===== src/design/asr_pkg.sv =====
`default_nettype none
package asr_pkg;
  localparam int ADDR_W = 19;
  localparam int DATA_W = 8;
  localparam int CLK_PERIOD_PS = 10000;
  // Device timing in picoseconds, as printed in nanoseconds.
  localparam int T_READ_CYCLE_PS = 10000;
  localparam int T_ADDR_ACCESS_PS = 10000;
  localparam int T_OE_ACCESS_PS = 4500;
  localparam int T_BUS_RELEASE_PS = 4000;
  localparam int T_STORE_TO_BUS_RELEASE_PS = 4000;
  localparam int T_WRITE_CYCLE_PS = 10000;
  localparam int T_WRITE_PULSE_PS = 8000;
  localparam int T_DATA_OVERLAP_PS = 6000;
  localparam int T_RECOVERY_PS = 10000;
  function automatic int cycles_up(input int ps);
    int n;
    n = (ps + CLK_PERIOD_PS - 1) / CLK_PERIOD_PS;
    return (n < 1) ? 1 : n;
  endfunction
  // Read waits for the slower of address access and output enable access.
  localparam int RD_CYC = cycles_up(T_ADDR_ACCESS_PS) + 1;
  localparam int RC_CYC = cycles_up(T_READ_CYCLE_PS);
  localparam int REL_CYC = cycles_up(T_BUS_RELEASE_PS);
  // Write pulse exceeds release plus data overlap, so it also covers 8 ns.
  localparam int WP_CYC = cycles_up(T_STORE_TO_BUS_RELEASE_PS + T_DATA_OVERLAP_PS) + 1;
  localparam int WC_CYC = cycles_up(T_WRITE_CYCLE_PS);
  localparam int RECOVER_CYC = cycles_up(T_RECOVERY_PS);
  localparam int CNT_W = 4;
  localparam logic [CNT_W-1:0] CNT_ZERO = 4'h0;
  typedef enum logic [2:0] {
    ASR_IDLE, ASR_RD, ASR_RD_GAP, ASR_WR, ASR_WR_GAP, ASR_SLEEP, ASR_WAKE
  } asr_state_e;
endpackage
`default_nettype wire


===== src/design/asr_pins_if.sv =====
`default_nettype none
interface asr_pins_if;
  logic [asr_pkg::ADDR_W-1:0] word_select_lines;
  logic                       chip_sel_n;
  logic                       out_en_n;
  logic                       wr_en_n;
  logic [asr_pkg::DATA_W-1:0] byte_bus_out;
  logic                       byte_bus_oe;
  logic [asr_pkg::DATA_W-1:0] byte_bus_in;
  modport ctrl (output word_select_lines, chip_sel_n, out_en_n, wr_en_n, byte_bus_out,
                byte_bus_oe, input byte_bus_in);
  modport drv (input word_select_lines, chip_sel_n, out_en_n, wr_en_n, byte_bus_out,
               byte_bus_oe, output byte_bus_in);
endinterface
`default_nettype wire


===== src/design/asr_ctrl.sv =====
`default_nettype none
// Behaviour
// - Write enable stays high through every read access.
// - Address settles before or with chip select falling.
// - Address valid 8 ns before write end, write cycle at least 10 ns.
// - Select low 8 ns before write end, write pulse at least 8 ns.
// - Write data valid 6 ns before write end, hold 0 ns.
// - Write pulse exceeds bus release plus data overlap when output enabled.
// - Controller never drives the bus while memory outputs are active.
// - Deselect before lowering supply; wait one read cycle after restore.
module asr_ctrl (
  input  wire logic                       clk,
  input  wire logic                       reset,
  input  wire logic                       req_valid,
  input  wire logic                       req_write,
  input  wire logic [asr_pkg::ADDR_W-1:0] req_addr,
  input  wire logic [asr_pkg::DATA_W-1:0] req_wdata,
  output logic                            req_ready,
  output logic                            rd_valid,
  output logic [asr_pkg::DATA_W-1:0]      rd_data,
  input  wire logic                       retain_req,
  output logic                            retain_ack,
  output logic [asr_pkg::ADDR_W-1:0]      word_select_lines,
  output logic                            chip_sel_n,
  output logic                            out_en_n,
  output logic                            wr_en_n,
  output logic [asr_pkg::DATA_W-1:0]      byte_bus_o,
  output logic                            byte_bus_oe,
  input  wire logic [asr_pkg::DATA_W-1:0] byte_bus_i
);
  asr_pins_if pins ();

  asr_pin_drv u_drv (
    .clk               (clk),
    .reset             (reset),
    .pins              (pins),
    .word_select_lines (word_select_lines),
    .chip_sel_n        (chip_sel_n),
    .out_en_n          (out_en_n),
    .wr_en_n           (wr_en_n),
    .byte_bus_o        (byte_bus_o),
    .byte_bus_oe       (byte_bus_oe),
    .byte_bus_i        (byte_bus_i)
  );

  asr_pkg::asr_state_e               state_reg;
  logic [asr_pkg::CNT_W-1:0]         cnt_reg;
  logic [asr_pkg::ADDR_W-1:0]        addr_reg;
  logic [asr_pkg::DATA_W-1:0]        wdata_reg;
  logic                              cs_n_reg;
  logic                              oe_n_reg;
  logic                              we_n_reg;
  logic                              dq_oe_reg;
  logic                              cnt_done;

  assign cnt_done = (cnt_reg == asr_pkg::CNT_ZERO);

  // Pin copies are registered once more in the driver, so the pin timing
  // seen by the memory is this state delayed by one clock.
  assign pins.word_select_lines = addr_reg;
  assign pins.chip_sel_n        = cs_n_reg;
  assign pins.out_en_n          = oe_n_reg;
  assign pins.wr_en_n           = we_n_reg;
  assign pins.byte_bus_out      = wdata_reg;
  assign pins.byte_bus_oe       = dq_oe_reg;

  always_ff @(posedge clk) begin
    if (reset) begin
      state_reg <= asr_pkg::ASR_IDLE;
      cnt_reg   <= asr_pkg::CNT_ZERO;
    end else begin
      unique case (state_reg)
        asr_pkg::ASR_IDLE: begin
          if (retain_req) begin
            state_reg <= asr_pkg::ASR_SLEEP;
          end else if (req_valid && req_write) begin
            state_reg <= asr_pkg::ASR_WR;
            cnt_reg   <= asr_pkg::CNT_W'(asr_pkg::WP_CYC - 1);
          end else if (req_valid) begin
            state_reg <= asr_pkg::ASR_RD;
            // Three pipeline stages separate pin drive from sampled data.
            cnt_reg   <= asr_pkg::CNT_W'(asr_pkg::RD_CYC + 2);
          end
        end
        asr_pkg::ASR_RD: begin
          if (cnt_done) begin
            state_reg <= asr_pkg::ASR_RD_GAP;
            cnt_reg   <= asr_pkg::CNT_W'(asr_pkg::REL_CYC);
          end else begin
            cnt_reg <= cnt_reg - 1'b1;
          end
        end
        asr_pkg::ASR_RD_GAP, asr_pkg::ASR_WR_GAP, asr_pkg::ASR_WAKE: begin
          if (cnt_done) begin
            state_reg <= asr_pkg::ASR_IDLE;
          end else begin
            cnt_reg <= cnt_reg - 1'b1;
          end
        end
        asr_pkg::ASR_WR: begin
          if (cnt_done) begin
            state_reg <= asr_pkg::ASR_WR_GAP;
            cnt_reg   <= asr_pkg::CNT_W'(asr_pkg::WC_CYC);
          end else begin
            cnt_reg <= cnt_reg - 1'b1;
          end
        end
        asr_pkg::ASR_SLEEP: begin
          if (!retain_req) begin
            state_reg <= asr_pkg::ASR_WAKE;
            cnt_reg   <= asr_pkg::CNT_W'(asr_pkg::RECOVER_CYC);
          end
        end
        default: begin
          state_reg <= asr_pkg::ASR_IDLE;
        end
      endcase
    end
  end

  // Address and data are latched at acceptance and held through each access.
  always_ff @(posedge clk) begin
    if (reset) begin
      addr_reg  <= '0;
      wdata_reg <= '0;
    end else if (state_reg == asr_pkg::ASR_IDLE && req_valid && !retain_req) begin
      addr_reg  <= req_addr;
      wdata_reg <= req_wdata;
    end
  end

  // Strobes: select falls together with the address, write enable falls
  // with select, so the memory never turns its outputs on during a write.
  always_ff @(posedge clk) begin
    if (reset) begin
      cs_n_reg  <= 1'b1;
      oe_n_reg  <= 1'b1;
      we_n_reg  <= 1'b1;
      dq_oe_reg <= 1'b0;
    end else begin
      cs_n_reg  <= 1'b1;
      oe_n_reg  <= 1'b1;
      we_n_reg  <= 1'b1;
      dq_oe_reg <= 1'b0;
      if (state_reg == asr_pkg::ASR_IDLE && req_valid && !retain_req) begin
        cs_n_reg  <= 1'b0;
        oe_n_reg  <= req_write;
        we_n_reg  <= !req_write;
        dq_oe_reg <= req_write;
      end else if (state_reg == asr_pkg::ASR_RD && !cnt_done) begin
        cs_n_reg <= 1'b0;
        oe_n_reg <= 1'b0;
      end else if (state_reg == asr_pkg::ASR_WR && !cnt_done) begin
        cs_n_reg  <= 1'b0;
        we_n_reg  <= 1'b0;
        dq_oe_reg <= 1'b1;
      end else if (state_reg == asr_pkg::ASR_WR && cnt_done) begin
        dq_oe_reg <= 1'b1;
      end
    end
  end

  always_ff @(posedge clk) begin
    if (reset) begin
      rd_valid <= 1'b0;
      rd_data  <= '0;
    end else begin
      rd_valid <= 1'b0;
      if (state_reg == asr_pkg::ASR_RD && cnt_done) begin
        rd_valid <= 1'b1;
        rd_data  <= pins.byte_bus_in;
      end
    end
  end

  always_ff @(posedge clk) begin
    if (reset) begin
      req_ready  <= 1'b0;
      retain_ack <= 1'b0;
    end else begin
      req_ready  <= (state_reg == asr_pkg::ASR_IDLE) && !req_valid && !retain_req;
      retain_ack <= (state_reg == asr_pkg::ASR_SLEEP);
    end
  end
endmodule
`default_nettype wire


===== src/design/asr_pin_drv.sv =====
`default_nettype none
// Registers every pin so the top's outputs come straight from flip-flops, and
// passes the incoming byte bus through two flip-flops before use.
module asr_pin_drv (
  input  wire logic                       clk,
  input  wire logic                       reset,
  asr_pins_if.drv                         pins,
  output logic [asr_pkg::ADDR_W-1:0]      word_select_lines,
  output logic                            chip_sel_n,
  output logic                            out_en_n,
  output logic                            wr_en_n,
  output logic [asr_pkg::DATA_W-1:0]      byte_bus_o,
  output logic                            byte_bus_oe,
  input  wire logic [asr_pkg::DATA_W-1:0] byte_bus_i
);
  logic [asr_pkg::DATA_W-1:0] sync1_reg;
  logic [asr_pkg::DATA_W-1:0] sync2_reg;

  always_ff @(posedge clk) begin
    if (reset) begin
      word_select_lines <= '0;
      chip_sel_n        <= 1'b1;
      out_en_n          <= 1'b1;
      wr_en_n           <= 1'b1;
      byte_bus_o        <= '0;
      byte_bus_oe       <= 1'b0;
    end else begin
      word_select_lines <= pins.word_select_lines;
      chip_sel_n        <= pins.chip_sel_n;
      out_en_n          <= pins.out_en_n;
      wr_en_n           <= pins.wr_en_n;
      byte_bus_o        <= pins.byte_bus_out;
      byte_bus_oe       <= pins.byte_bus_oe;
    end
  end

  always_ff @(posedge clk) begin
    sync1_reg <= byte_bus_i;
    sync2_reg <= sync1_reg;
  end
  assign pins.byte_bus_in = sync2_reg;
endmodule
`default_nettype wire


===== config.mk =====
export PLATFORM = sky130hd
export DESIGN_NAME = asr_ctrl
export DESIGN_NICKNAME = d
export VERILOG_FILES = /design/src/design/asr_pkg.sv /design/src/design/asr_pins_if.sv /design/src/design/asr_ctrl.sv /design/src/design/asr_pin_drv.sv
export SDC_FILE = /design/constraint.sdc
export NUM_CORES = 1
export LEC_CHECK = 0
export BUFFER_PORTS_ARGS = -buffer_cell sky130_fd_sc_hd__buf_2
export CAP_MARGIN = 30
export CORE_MARGIN = 1
export CORE_UTILIZATION = 47
export DETAILED_ROUTE_END_ITERATION = 10
export GPL_ROUTABILITY_DRIVEN = 0
export PLACE_DENSITY = 0.74
export SYNTH_ARGS = -nofsm -noshare
export SYNTH_HDL_FRONTEND = slang
export SYNTH_SLANG_ARGS = --single-unit

===== constraint.sdc =====
create_clock -name clk -period 5.3 [get_ports clk]
set_input_delay 0.53 -clock clk [delete_from_list [all_inputs] [get_ports clk]]
set_output_delay 0.53 -clock clk [all_outputs]
set_load 0.1 [all_outputs]

==> results of run 1 <==
==> routing by layer <==
layer | part of all wire | track usage | vias to the layer above
met4 | 0.018 | 0.0893 | 0
met5 | 0 | 0 | -
li1 | - | - | 1192
met1 | 0.43 | 0.201 | 1083
met2 | 0.51 | 0.294 | 50
met3 | 0.038 | 0.0386 | 8
==> per-stage QoR <==
step / hold slack [ns] / setup WS [ns]
5_1_grt: 0.255 / 3.05
3_5_place_dp: 0.315 / 3.17
4_1_cts: 0.258 / 3.13
3_3_place_gp: 0.310 / 3.24
6_report: 0.277 / 3.20
2_1_floorplan: 0.310 / 3.55
==> cell families (layout without fill, tap and decap cells) <==
logic type               after synthesis  in the layout  share of synthesized area
buffers and inverters                 22            103                     0.0309
flip-flops                            96             96                      0.609
adder cells (fa/ha/maj)                2              2                    0.00793
AO/OA/AOI/OAI                         50             50                     0.0975
AND/OR/NAND/NOR                      134            134                      0.222
multiplexers                           9              9                     0.0325
==> where the power goes <==
part | switching [uW] | internal [uW]
Clock | 252 | 271
Sequential | 81.9 | 823
Combinational | 539 | 253
==> cell usage after synthesis, types with 2 or more instances <==
| master | count |
|---|---|
| nor4_1 | 3 |
| dfxtp_1 | 96 |
| a221o_1 | 2 |
| nor2_1 | 12 |
| buf_2 | 6 |
| nand2_1 | 58 |
| clkbuf_1 | 11 |
| o211ai_1 | 4 |
| ha_1 | 2 |
| o21ai_0 | 2 |
| mux2i_1 | 8 |
| or2_2 | 3 |
| and2_1 | 3 |
| nand2b_1 | 5 |
| nor3_4 | 2 |
| a22oi_1 | 3 |
| a21oi_1 | 32 |
| inv_1 | 4 |
| nand3_1 | 6 |
| nor2b_1 | 30 |
| o32ai_1 | 2 |
| or3_1 | 2 |
==> how the worst min path moves through the flow <==
stage                                              endpoint  slack [ns]
after floorplan           u_drv.pins.byte_bus_in[0]$_DFF_P_        0.31
after global placement    u_drv.pins.byte_bus_in[4]$_DFF_P_        0.31
after detailed placement  u_drv.pins.byte_bus_in[7]$_DFF_P_        0.31
after CTS                        u_drv.sync1_reg[5]$_DFF_P_        0.26
after global routing             u_drv.sync1_reg[0]$_DFF_P_        0.25
final                            u_drv.sync1_reg[6]$_DFF_P_        0.28
==> area by class of cell <==
type,instances,area [um2]
clock buffer,9,124
clock inverter,7,104
fill,552,2600
inverter,4,15.0
multi-input combinational,195,1140
sequential,96,1920
tap,77,96.3
timing repair buffer,83,428
==> results.md, run 1 <==
* Status: finished with violations
* Failing checks: DRC
* Synth async-reset ratio at 0
* Worst Path Arrival at 2.31 ns
* Postcts setup bufs at 0
* WS Path Type: flop to flop
* Clk_skew at 0.0107 ns
* Primary FF master, synth: dfxtp_1
* Final period util at 0.396
* Worst vdd ir at 0.317 mV
* WHS Path Cells at 1
* Post-synth EDFFs at 0
* #FFs+latches synth at 96
* Post-route design area at 3820 um2
* Final core utilization at 0.596
* Critical Path Sink: rd_data[2]$_SDFFE_PP0P_
* Count of pins over their slew limit at 0
* Area contributors post-synth: dfxtp_1 (61%), nand2_1 (6.9%), nor2b_1 (5.9%)
* Post-layout instance count excluding filler cells at 471
* Avg Cell Area, Syn at 10.1 um2
* DP HPWL at 3.79 mm
* DRC Markers at 10
* Seq/Total Area, Yosys at 0.609
* First-pass GRT wire length at 9.40 mm
* Clock buffer depth at 2
* Flop-to-flop setup slack at 3.20 ns
* Boundary pin count at 82
* CP Capture Type: flop
* RSZ-0062 raised after global routing: false
* Yosys top cell by area: dfxtp_1
* Reg-to-Reg Start: cnt_reg[0]$_SDFFE_PP0P_
* Minimum clock period at 2.10 ns
* Area delta synth->final at 21.2%
* Slew margin rel. at 0.377
* Post-Syn Area at 3160 um2
* Pin count of the biggest net entering global routing at 84
* Critical path peak fanout at 9
* Most common cell after layout, fill and taps aside: dfxtp_1
* Cell area after placement at 3580 um2
* 1st-iter DRT viols at 71
* Port Buffers at 81
* CP Data Required Time at 5.51 ns
* Delay-heaviest family, CP: simple AND/OR/NAND/NOR gates
* Power density over cell area at 580 nW/um2
* Clk Latency, worst-skew pair at 0.35 ns
* Reg2reg end: rd_data[2]$_SDFFE_PP0P_
* Core ar. at 6420 um2
* Initial antenna violation count at 0
* Starting density of the core at 0.491
* Leakage power figure at 0.00166 uW
* Syn Inst Count at 313
* Worst path cell trace: inv_1 -> ha_1 -> or3b_4 -> or3_1 -> mux2i_1 -> nor2_1
* Syn Nets at 355
* Hold Path Class: input pin to flop
* Clock sink count at 96
* Initial DRT Pass Iterations at 7
* DP Cell Count at 454
* Commonest non-fill, non-tap cells in the layout: dfxtp_1 (96), buf_2 (81), nand2_1 (58)
* Die area at 7050 um2
* PostCTS Resize Cnt at 0
* DR WL/cell at 12.2 um
* DR vias at 2333
* Final wirelength at 5.76 mm
* Cells on worst reg2reg path at 6
* Slowest cell on crit path: or3_1
* H-tree depth at 3
* Layout cells sized above 1 at 0.277
* Critical path launch point type: flop
* Total GRT Usage at 0.172
* N_diodes at 0
* Cell Rows at 29
* Vias/cell at 4.95
* Worst Setup SP: cnt_reg[0]$_SDFFE_PP0P_
* Hold_sp: byte_bus_i[6]
* Max Fclk at 476 MHz
* Hold_buf cts at 0
* Worst-margin pin slew at 0.932 ns
* Num CTS Buffers at 9
* Nets@finish at 431
* Post-synth cell types at 39
* Area share of the largest cell type after synthesis at 0.609
* Number of max-cap violations at 0
* Ys Warns at 0
* CTS tree: done
* Final setup viols at 0
* Clock root cell: clkbuf_8
* WP buf/inv at 1
* Vias in the first global route at 2113
* Die H at 83.9 um
* Max stage delay on crit path at 0.58 ns
* Die width at 83.9 um
* GRT overflow at 0
* Clk slew on worst S/H paths at 0.09 ns
* Final Hold Fails at 0
* WP depth at 6
* Post-route ant nets at 0
* Setup TNS at 0 ns
* Total Power at 2220 uW
(Power assumes the default switching activity.)
==> inputs of run 2 (changes only) <==
- ABC_AREA: unset -> 1
- CORE_UTILIZATION: 47 -> 46
- PLACE_DENSITY: 0.74 -> 0.76
- clock period: 5.3 -> 1.89 ns (I/O delays scaled with it)
==> results.md, run 2 <==
* Hold Path Class: input pin to flop
* Total GRT Usage at 0.177 (+0.00486)
* Clk pwr share at 0.226 (-0.010)
* 1st-iter DRT viols at 97 (+37%)
* Area of the multi-input gates at 930 um2 (-18%)
* Commonest non-fill, non-tap cells in the layout: dfxtp_1 (96), buf_2 (81), nor2_1 (66)
* Initial antenna violation count at 0 (unchanged)
* Postcts setup bufs at 0 (unchanged)
* Status: finished with violations
* Worst-margin pin slew at 0.491 ns (-0.441 ns)
* Area delta synth->final at 23.4%
* Synth async-reset ratio at 0 (unchanged)
* Final period util at 0.835 (+0.439)
* Worst Path Arrival at 1.82 ns (-0.49 ns)
* Post-synth EDFFs at 0 (unchanged)
* DR vias at 2531 (+8.5%)
* Clk_skew at 0.00892 ns (-0.00176 ns)
* Num CTS Buffers at 9 (unchanged)
* Post-Syn Area at 3110 um2 (-1.6%)
* Hold_sp: req_wdata[1]
* Syn Inst Count at 356 (+14%)
* GRT overflow at 0 (unchanged)
* DR WL/cell at 11.5 um (-6.2%)
* Number of max-cap violations at 0 (unchanged)
* Post-route design area at 3830 um2 (+0.23%)
* Reg-to-Reg Start: cnt_reg[0]$_SDFFE_PP0P_
* WS Path Type: flop to flop
* Final Hold Fails at 0 (unchanged)
* Sequential share of power at 0.413 (+0.005)
* Avg Cell Area, Syn at 8.72 um2 (-13%)
* Die area at 7080 um2 (+0.54%)
* Pin count of the biggest net entering global routing at 57 (-32%)
* Initial DRT Pass Iterations at 7 (unchanged)
* RSZ-0062 raised after global routing: false
* NetSw at 2510 uW (+190%)
* Worst Setup SP: cnt_reg[0]$_SDFFE_PP0P_
* Final wirelength at 6.03 mm (+4.8%)
* Combinational cell fraction of total power at 0.361 (+0.004)
* Leading cell type by number of instances after synthesis: dfxtp_1
* Ys Warns at 0 (unchanged)
* Nets@finish at 486 (+13%)
* Setup TNS at 0 ns (unchanged)
* CP Data Required Time at 2.14 ns (-3.37 ns)
* Yosys top cell by area: dfxtp_1
* Starting density of the core at 0.484 (-0.00779)
* Max Fclk at 634 MHz (+33%)
* Clk Latency, worst-skew pair at 0.35 ns (about the same)
* First-pass GRT wire length at 9.97 mm (+6.0%)
* CTS tree: done
* Primary FF master, synth: dfxtp_1
* N_diodes at 0 (unchanged)
* Most common cell after layout, fill and taps aside: dfxtp_1
* DRC Markers at 16 (+6)
* H-tree depth at 3 (unchanged)
* Cells on worst reg2reg path at 7 (+1)
* Leakage power figure at 0.00182 uW (+9.4%)
* Critical path peak fanout at 9 (unchanged)
* Cell Rows at 29 (unchanged)
* Die width at 84.2 um (+0.27%)
* DP Cell Count at 502 (+11%)
* Slew margin rel. at 0.675 (+0.298)
* Post-synth cell types at 24 (-38%)
* Most frequent cells after synthesis: dfxtp_1 (96), nor2_1 (66), inv_1 (40)
* Layout cells sized above 1 at 0.245 (-0.0317)
* Power density over cell area at 1570 nW/um2 (+170%)
* PostCTS Resize Cnt at 0 (unchanged)
* Port Buffers at 81 (unchanged)
* Area contributors post-synth: dfxtp_1 (62%), nor2_1 (8.0%), a21oi_1 (5.2%)
* DP HPWL at 3.93 mm (+3.7%)
* Clk slew on worst S/H paths at 0.09 ns (about the same)
* Boundary pin count at 82 (unchanged)
* Reg2reg end: rd_data[6]$_SDFFE_PP0P_
* Switching Fraction at 0.418 (+0.0250)
* Int Power at 3490 uW (+160%)
* Core ar. at 6420 um2 (unchanged)
* Hold WS at 0.0983 ns (-0.179 ns)
* Fillers at 555 (+0.54%)
* Total area of sequential cells at 1920 um2 (unchanged)
* Total Power at 6000 uW (+170%)
* Count of pins over their slew limit at 0 (unchanged)
* Die H at 84.2 um (+0.27%)
* Clock root cell: clkbuf_8
* Flop-to-flop setup slack at 0.31 ns (-2.89 ns)
* Critical path launch point type: flop
* Final setup viols at 0 (unchanged)
* Failing checks: DRC
* #FFs+latches synth at 96 (unchanged)
* Seq/Total Area, Yosys at 0.619 (+0.00982)
* Minimum clock period at 1.58 ns (-0.523 ns)
* Clock sink count at 96 (unchanged)
* Post-layout instance count excluding filler cells at 526 (+12%)
* Area share of the largest cell type after synthesis at 0.619 (+0.00982)
* Syn Nets at 398 (+12%)
* Worst vdd ir at 0.842 mV (+170%)
* CP Capture Type: flop
* Vias/cell at 4.81 (-2.9%)
* Clock buffer depth at 2 (unchanged)
* Critical Path Sink: rd_data[6]$_SDFFE_PP0P_
* Post-route ant nets at 0 (unchanged)
* Cell area after placement at 3550 um2 (-0.91%)
* Vias in the first global route at 2313 (+9.5%)
-- run 2: cell types whose count changed after synthesis, sizes merged, moves of 8 or more --
| cell | previous run | this run |
|---|---|---|
| nor2 | 12 | 69 |
| nor2b | 30 | 0 |
| mux2i | 8 | 0 |
| o21ai | 2 | 43 |
| nand2 | 58 | 36 |
| inv | 4 | 43 |
-- run 2: area by class of cell --
cell class              count  share of cell area
well taps                  77              0.0251
repair buffers             92               0.136
inverters                  43              0.0421
multi-input cells         202               0.242
flip-flops and latches     96               0.501
clock buffers              11              0.0369
clock inverters             5              0.0163
-- run 2: cells by family (layout without fill, tap and decap cells) --
family | count (synthesis) | after routing | synth area share
flops | 96 | 96 | 0.619
buf+inv | 58 | 151 | 0.0818
simple gates | 124 | 124 | 0.168
xor+xnor | 1 | 1 | 0.00282
fa+ha+maj | 2 | 2 | 0.00806
compound gates | 75 | 75 | 0.121
-- run 2: how the worst min path moves through the flow --
stage / endpoint / slack [ns] / depth (start not counted)
after detailed placement: u_drv.sync1_reg[1]$_DFF_P_ / 0.29 / 1
after floorplan: u_drv.sync1_reg[0]$_DFF_P_ / 0.22 / 0
after global placement: u_drv.sync1_reg[2]$_DFF_P_ / 0.29 / 1
after CTS: pins.byte_bus_out[1]$_SDFFE_PP0P_ / 0.09 / 3
after global routing: pins.byte_bus_out[2]$_SDFFE_PP0P_ / 0.09 / 3
final: pins.byte_bus_out[1]$_SDFFE_PP0P_ / 0.1 / 3
-- run 2: timing repair --
item / in CTS / in global routing
endpoints found under the hold margin: 8 / 0
hold buffers: 8 / 0
setup endpoints to repair: 0 / 0
-- run 2: per-stage QoR --
| step | utilization | setup WS [ns] |
|---|---|---|
| after global placement | 0.553 | 0.440 |
| after detailed placement | 0.553 | 0.358 |
| final | 0.597 | 0.312 |
| after floorplan | - | 0.566 |
| after global routing | 0.597 | 0.151 |
| after CTS | 0.597 | 0.329 |
-- run 2: power by group through the flow --
stage	combinational [uW]	clock (uW)	sequential, uW
6_report	2170	1360	2480
4_1_cts	2160	1390	2480
3_3_place_gp	2100	0	2520
2_1_floorplan	947	0	3370
3_5_place_dp	2140	0	2520
5_1_grt	2340	1470	2520
-- run 2: critical path: stages, from the launching register on --
cell     delay [ns]
dfxtp_1        0.31
inv_1          0.14
ha_1           0.20
nand3_1        0.19
nor2_2         0.32
inv_2          0.14
nor2_1         0.12
nor2_1         0.05
-- run 2: metal layers --
metal / vias to the layer above / GRT usage / share of wire
li1: 1290 / - / -
met1: 1134 / 0.217 / 0.46
met2: 98 / 0.303 / 0.45
met3: 9 / 0.0462 / 0.068
met4: 0 / 0.0611 / 0.013
met5: - / 0 / 0
==> inputs of run 3 (changes only) <==
- CORE_UTILIZATION: 46 -> 47
- PLACE_DENSITY: 0.76 -> 0.74
- clock period: 1.89 -> 1.63 ns (I/O delays scaled with it)
==> results.md, run 3 (same netlist as run 2, synthesis figures left out) <==
* Hold Path Class: input pin to flop
* Max stage delay on crit path at 0.31 ns (about the same)
* Status: finished clean
* Worst path cell trace: inv_1 -> ha_1 -> nand2_1 -> nor2_1 -> nand2_1 -> nand3_1 -> nor2_1 -> nor2_1 -> nor2_1
* CTS tree: done
* Most common cell after layout, fill and taps aside: dfxtp_1
* Met3 usage at 0.0596 (+0.0134)
* Postcts setup bufs at 0 (unchanged)
* Num CTS Buffers at 9 (unchanged)
* Critical path launch point type: flop
* Clk_skew at 0.00777 ns (-0.00115 ns)
* Worst vdd ir at 1.10 mV (+31%)
* Hold_sp: req_addr[16]
* Reg2reg end: cnt_reg[1]$_SDFFE_PP0P_
* GR peak layer: met2
* Commonest non-fill, non-tap cells in the layout: dfxtp_1 (95), buf_2 (81), nor2_1 (66)
* WHS Path Cells at 3 (unchanged)
* Clock root cell: clkbuf_8
* End of the worst hold path: addr_reg[16]$_SDFFE_PP0P_
* Worst-margin pin slew at 0.496 ns (+0.00523 ns)
* Most used cell, CP: nor2_1
* Cell area after placement at 3560 um2 (+0.21%)
* Port Buffers at 81 (unchanged)
* Slew margin rel. at 0.672 (-0.00347)
* 1st-iter DRT viols at 96 (-1.0%)
* Place WS at 0.0898 ns (-0.268 ns)
* Setup TNS at 0 ns (unchanged)
* Minimum clock period at 1.49 ns (-0.0863 ns)
* Die width at 83.3 um (-1.0%)
* Number of max-cap violations at 0 (unchanged)
* Clk slew on worst S/H paths at 0.09 ns (about the same)
* GRT overflow at 0 (unchanged)
* Post-route design area at 3840 um2 (+0.16%)
* Boundary pin count at 82 (unchanged)
* Initial DRT Pass Iterations at 5 (-2)
* Slowest cell on crit path: dfxtp_1
* Fin worst setup slack at 0.138 ns (-0.174 ns)
* DR vias at 2447 (-3.3%)
* CP Capture Type: flop
* Critical path peak fanout at 7 (-2)
* RSZ-0062 raised after global routing: false
* Final period util at 0.915 (+0.0803)
* Starting density of the core at 0.489 (+0.00553)
* Fillers at 545 (-1.8%)
* Pin count of the biggest net entering global routing at 57 (unchanged)
* Area delta synth->final at 23.7%
* Nets@finish at 487 (+0.21%)
* Power density over cell area at 1790 nW/um2 (+14%)
* Vias in the first global route at 2316 (+0.13%)
* Max Fclk at 670 MHz (+5.8%)
* Clk Latency, worst-skew pair at 0.36 ns (about the same)
* Routing usage on met1 at 0.216 (-0.000791)
* Area of the multi-input gates at 940 um2 (+1.1%)
* DR WL/cell at 11.2 um (-2.3%)
* DP HPWL at 3.83 mm (-2.6%)
* Flop-to-flop setup slack at 0.14 ns (-0.17 ns)
* DP Cell Count at 503 (+0.20%)
* WS Path Type: flop to flop
* Total area of sequential cells at 1920 um2 (about the same)
* Cell Rows at 29 (unchanged)
* Clock sink count at 96 (unchanged)
* Final setup viols at 0 (unchanged)
* Count of pins over their slew limit at 0 (unchanged)
* Core ar. at 6350 um2 (-1.1%)
* Die area at 6940 um2 (-2.1%)
* Met2 usage at 0.301 (-0.00149)
* Final wirelength at 5.90 mm (-2.1%)
* Cells on worst reg2reg path at 9 (+2)
* Leakage power figure at 0.00183 uW (+0.59%)
* DRC Markers at 0 (-16)
* Reg-to-Reg Start: cnt_reg[0]$_SDFFE_PP0P_
* CP Data Required Time at 1.89 ns (-0.25 ns)
* Initial antenna violation count at 0 (unchanged)
* Worst Path Arrival at 1.75 ns (-0.07 ns)
* Post-route ant nets at 0 (unchanged)
* H-tree depth at 3 (unchanged)
* Total GRT Usage at 0.180 (+0.00294)
* Clock buffer depth at 2 (unchanged)
* N_diodes at 0 (unchanged)
* Die H at 83.3 um (-1.0%)
* Vias/cell at 4.64 (-3.5%)
* Layout cells sized above 1 at 0.253 (+0.00834)
* Post-layout instance count excluding filler cells at 527 (+0.19%)
* First-pass GRT wire length at 9.93 mm (-0.41%)
* Final Hold Fails at 0 (unchanged)
==> run 3: cell type report <==
class                           instances  area share
Clock buffer                            9      0.0323
Multi-Input combinational cell        202       0.245
Clock inverter                          7      0.0176
Tap cell                               77      0.0251
Inverter                               43      0.0420
Timing Repair Buffer                   93       0.138
Sequential cell                        96       0.501
==> run 3: worst max-delay path, delay by kind of cell (launching register included) <==
family	cells	cell delay (ns)
and+or+nand+nor	7	0.71
DFF	1	0.31
adders and majority gates	1	0.23
buffers and inverters	1	0.16
==> run 3: worst max-delay path by stage <==
stage                                        from  slack (ns)                 endpoint  depth (start not counted)
after floorplan           cnt_reg[0]$_SDFFE_PP0P_        0.31  cnt_reg[1]$_SDFFE_PP0P_                          8
after global placement    cnt_reg[0]$_SDFFE_PP0P_        0.19  rd_data[7]$_SDFFE_PP0P_                          7
after detailed placement  cnt_reg[0]$_SDFFE_PP0P_        0.09  rd_data[5]$_SDFFE_PP0P_                          7
after CTS                 cnt_reg[0]$_SDFFE_PP0P_        0.06  rd_data[5]$_SDFFE_PP0P_                          7
after global routing      cnt_reg[0]$_SDFFE_PP0P_        0.02  cnt_reg[2]$_SDFFE_PP0P_                          8
final                     cnt_reg[0]$_SDFFE_PP0P_        0.14  cnt_reg[1]$_SDFFE_PP0P_                          9
==> run 3: report_power, final <==
| group | switching (uW) | internal (uW) |
|---|---|---|
| Clock | 872 | 588 |
| Combinational | 1960 | 580 |
| Sequential | 152 | 2720 |
| Total | 2980 | 3890 |
==> run 3: timing repair <==
item,in CTS,in global routing
hold buffers,8,0
hold endpoints to repair,8,0
gates resized for setup,0,3
setup endpoints to repair,0,13
==> run 3: stage by stage <==
stage / total power, uW / utilization / hold WS (ns)
5_1_grt: 7270 / 0.605 / 0.0662
6_report: 6870 / 0.605 / 0.0678
3_5_place_dp: 5410 / 0.560 / 0.267
3_3_place_gp: 5360 / 0.560 / 0.265
4_1_cts: 6880 / 0.603 / 0.0556
2_1_floorplan: 5010 / - / 0.191
==> run 3: routing by layer <==
metal | part of all wire | vias to the layer above
li1 | - | 1298
met1 | 0.46 | 1068
met2 | 0.48 | 73
met3 | 0.054 | 8
met4 | 0.012 | 0
met5 | 0 | -
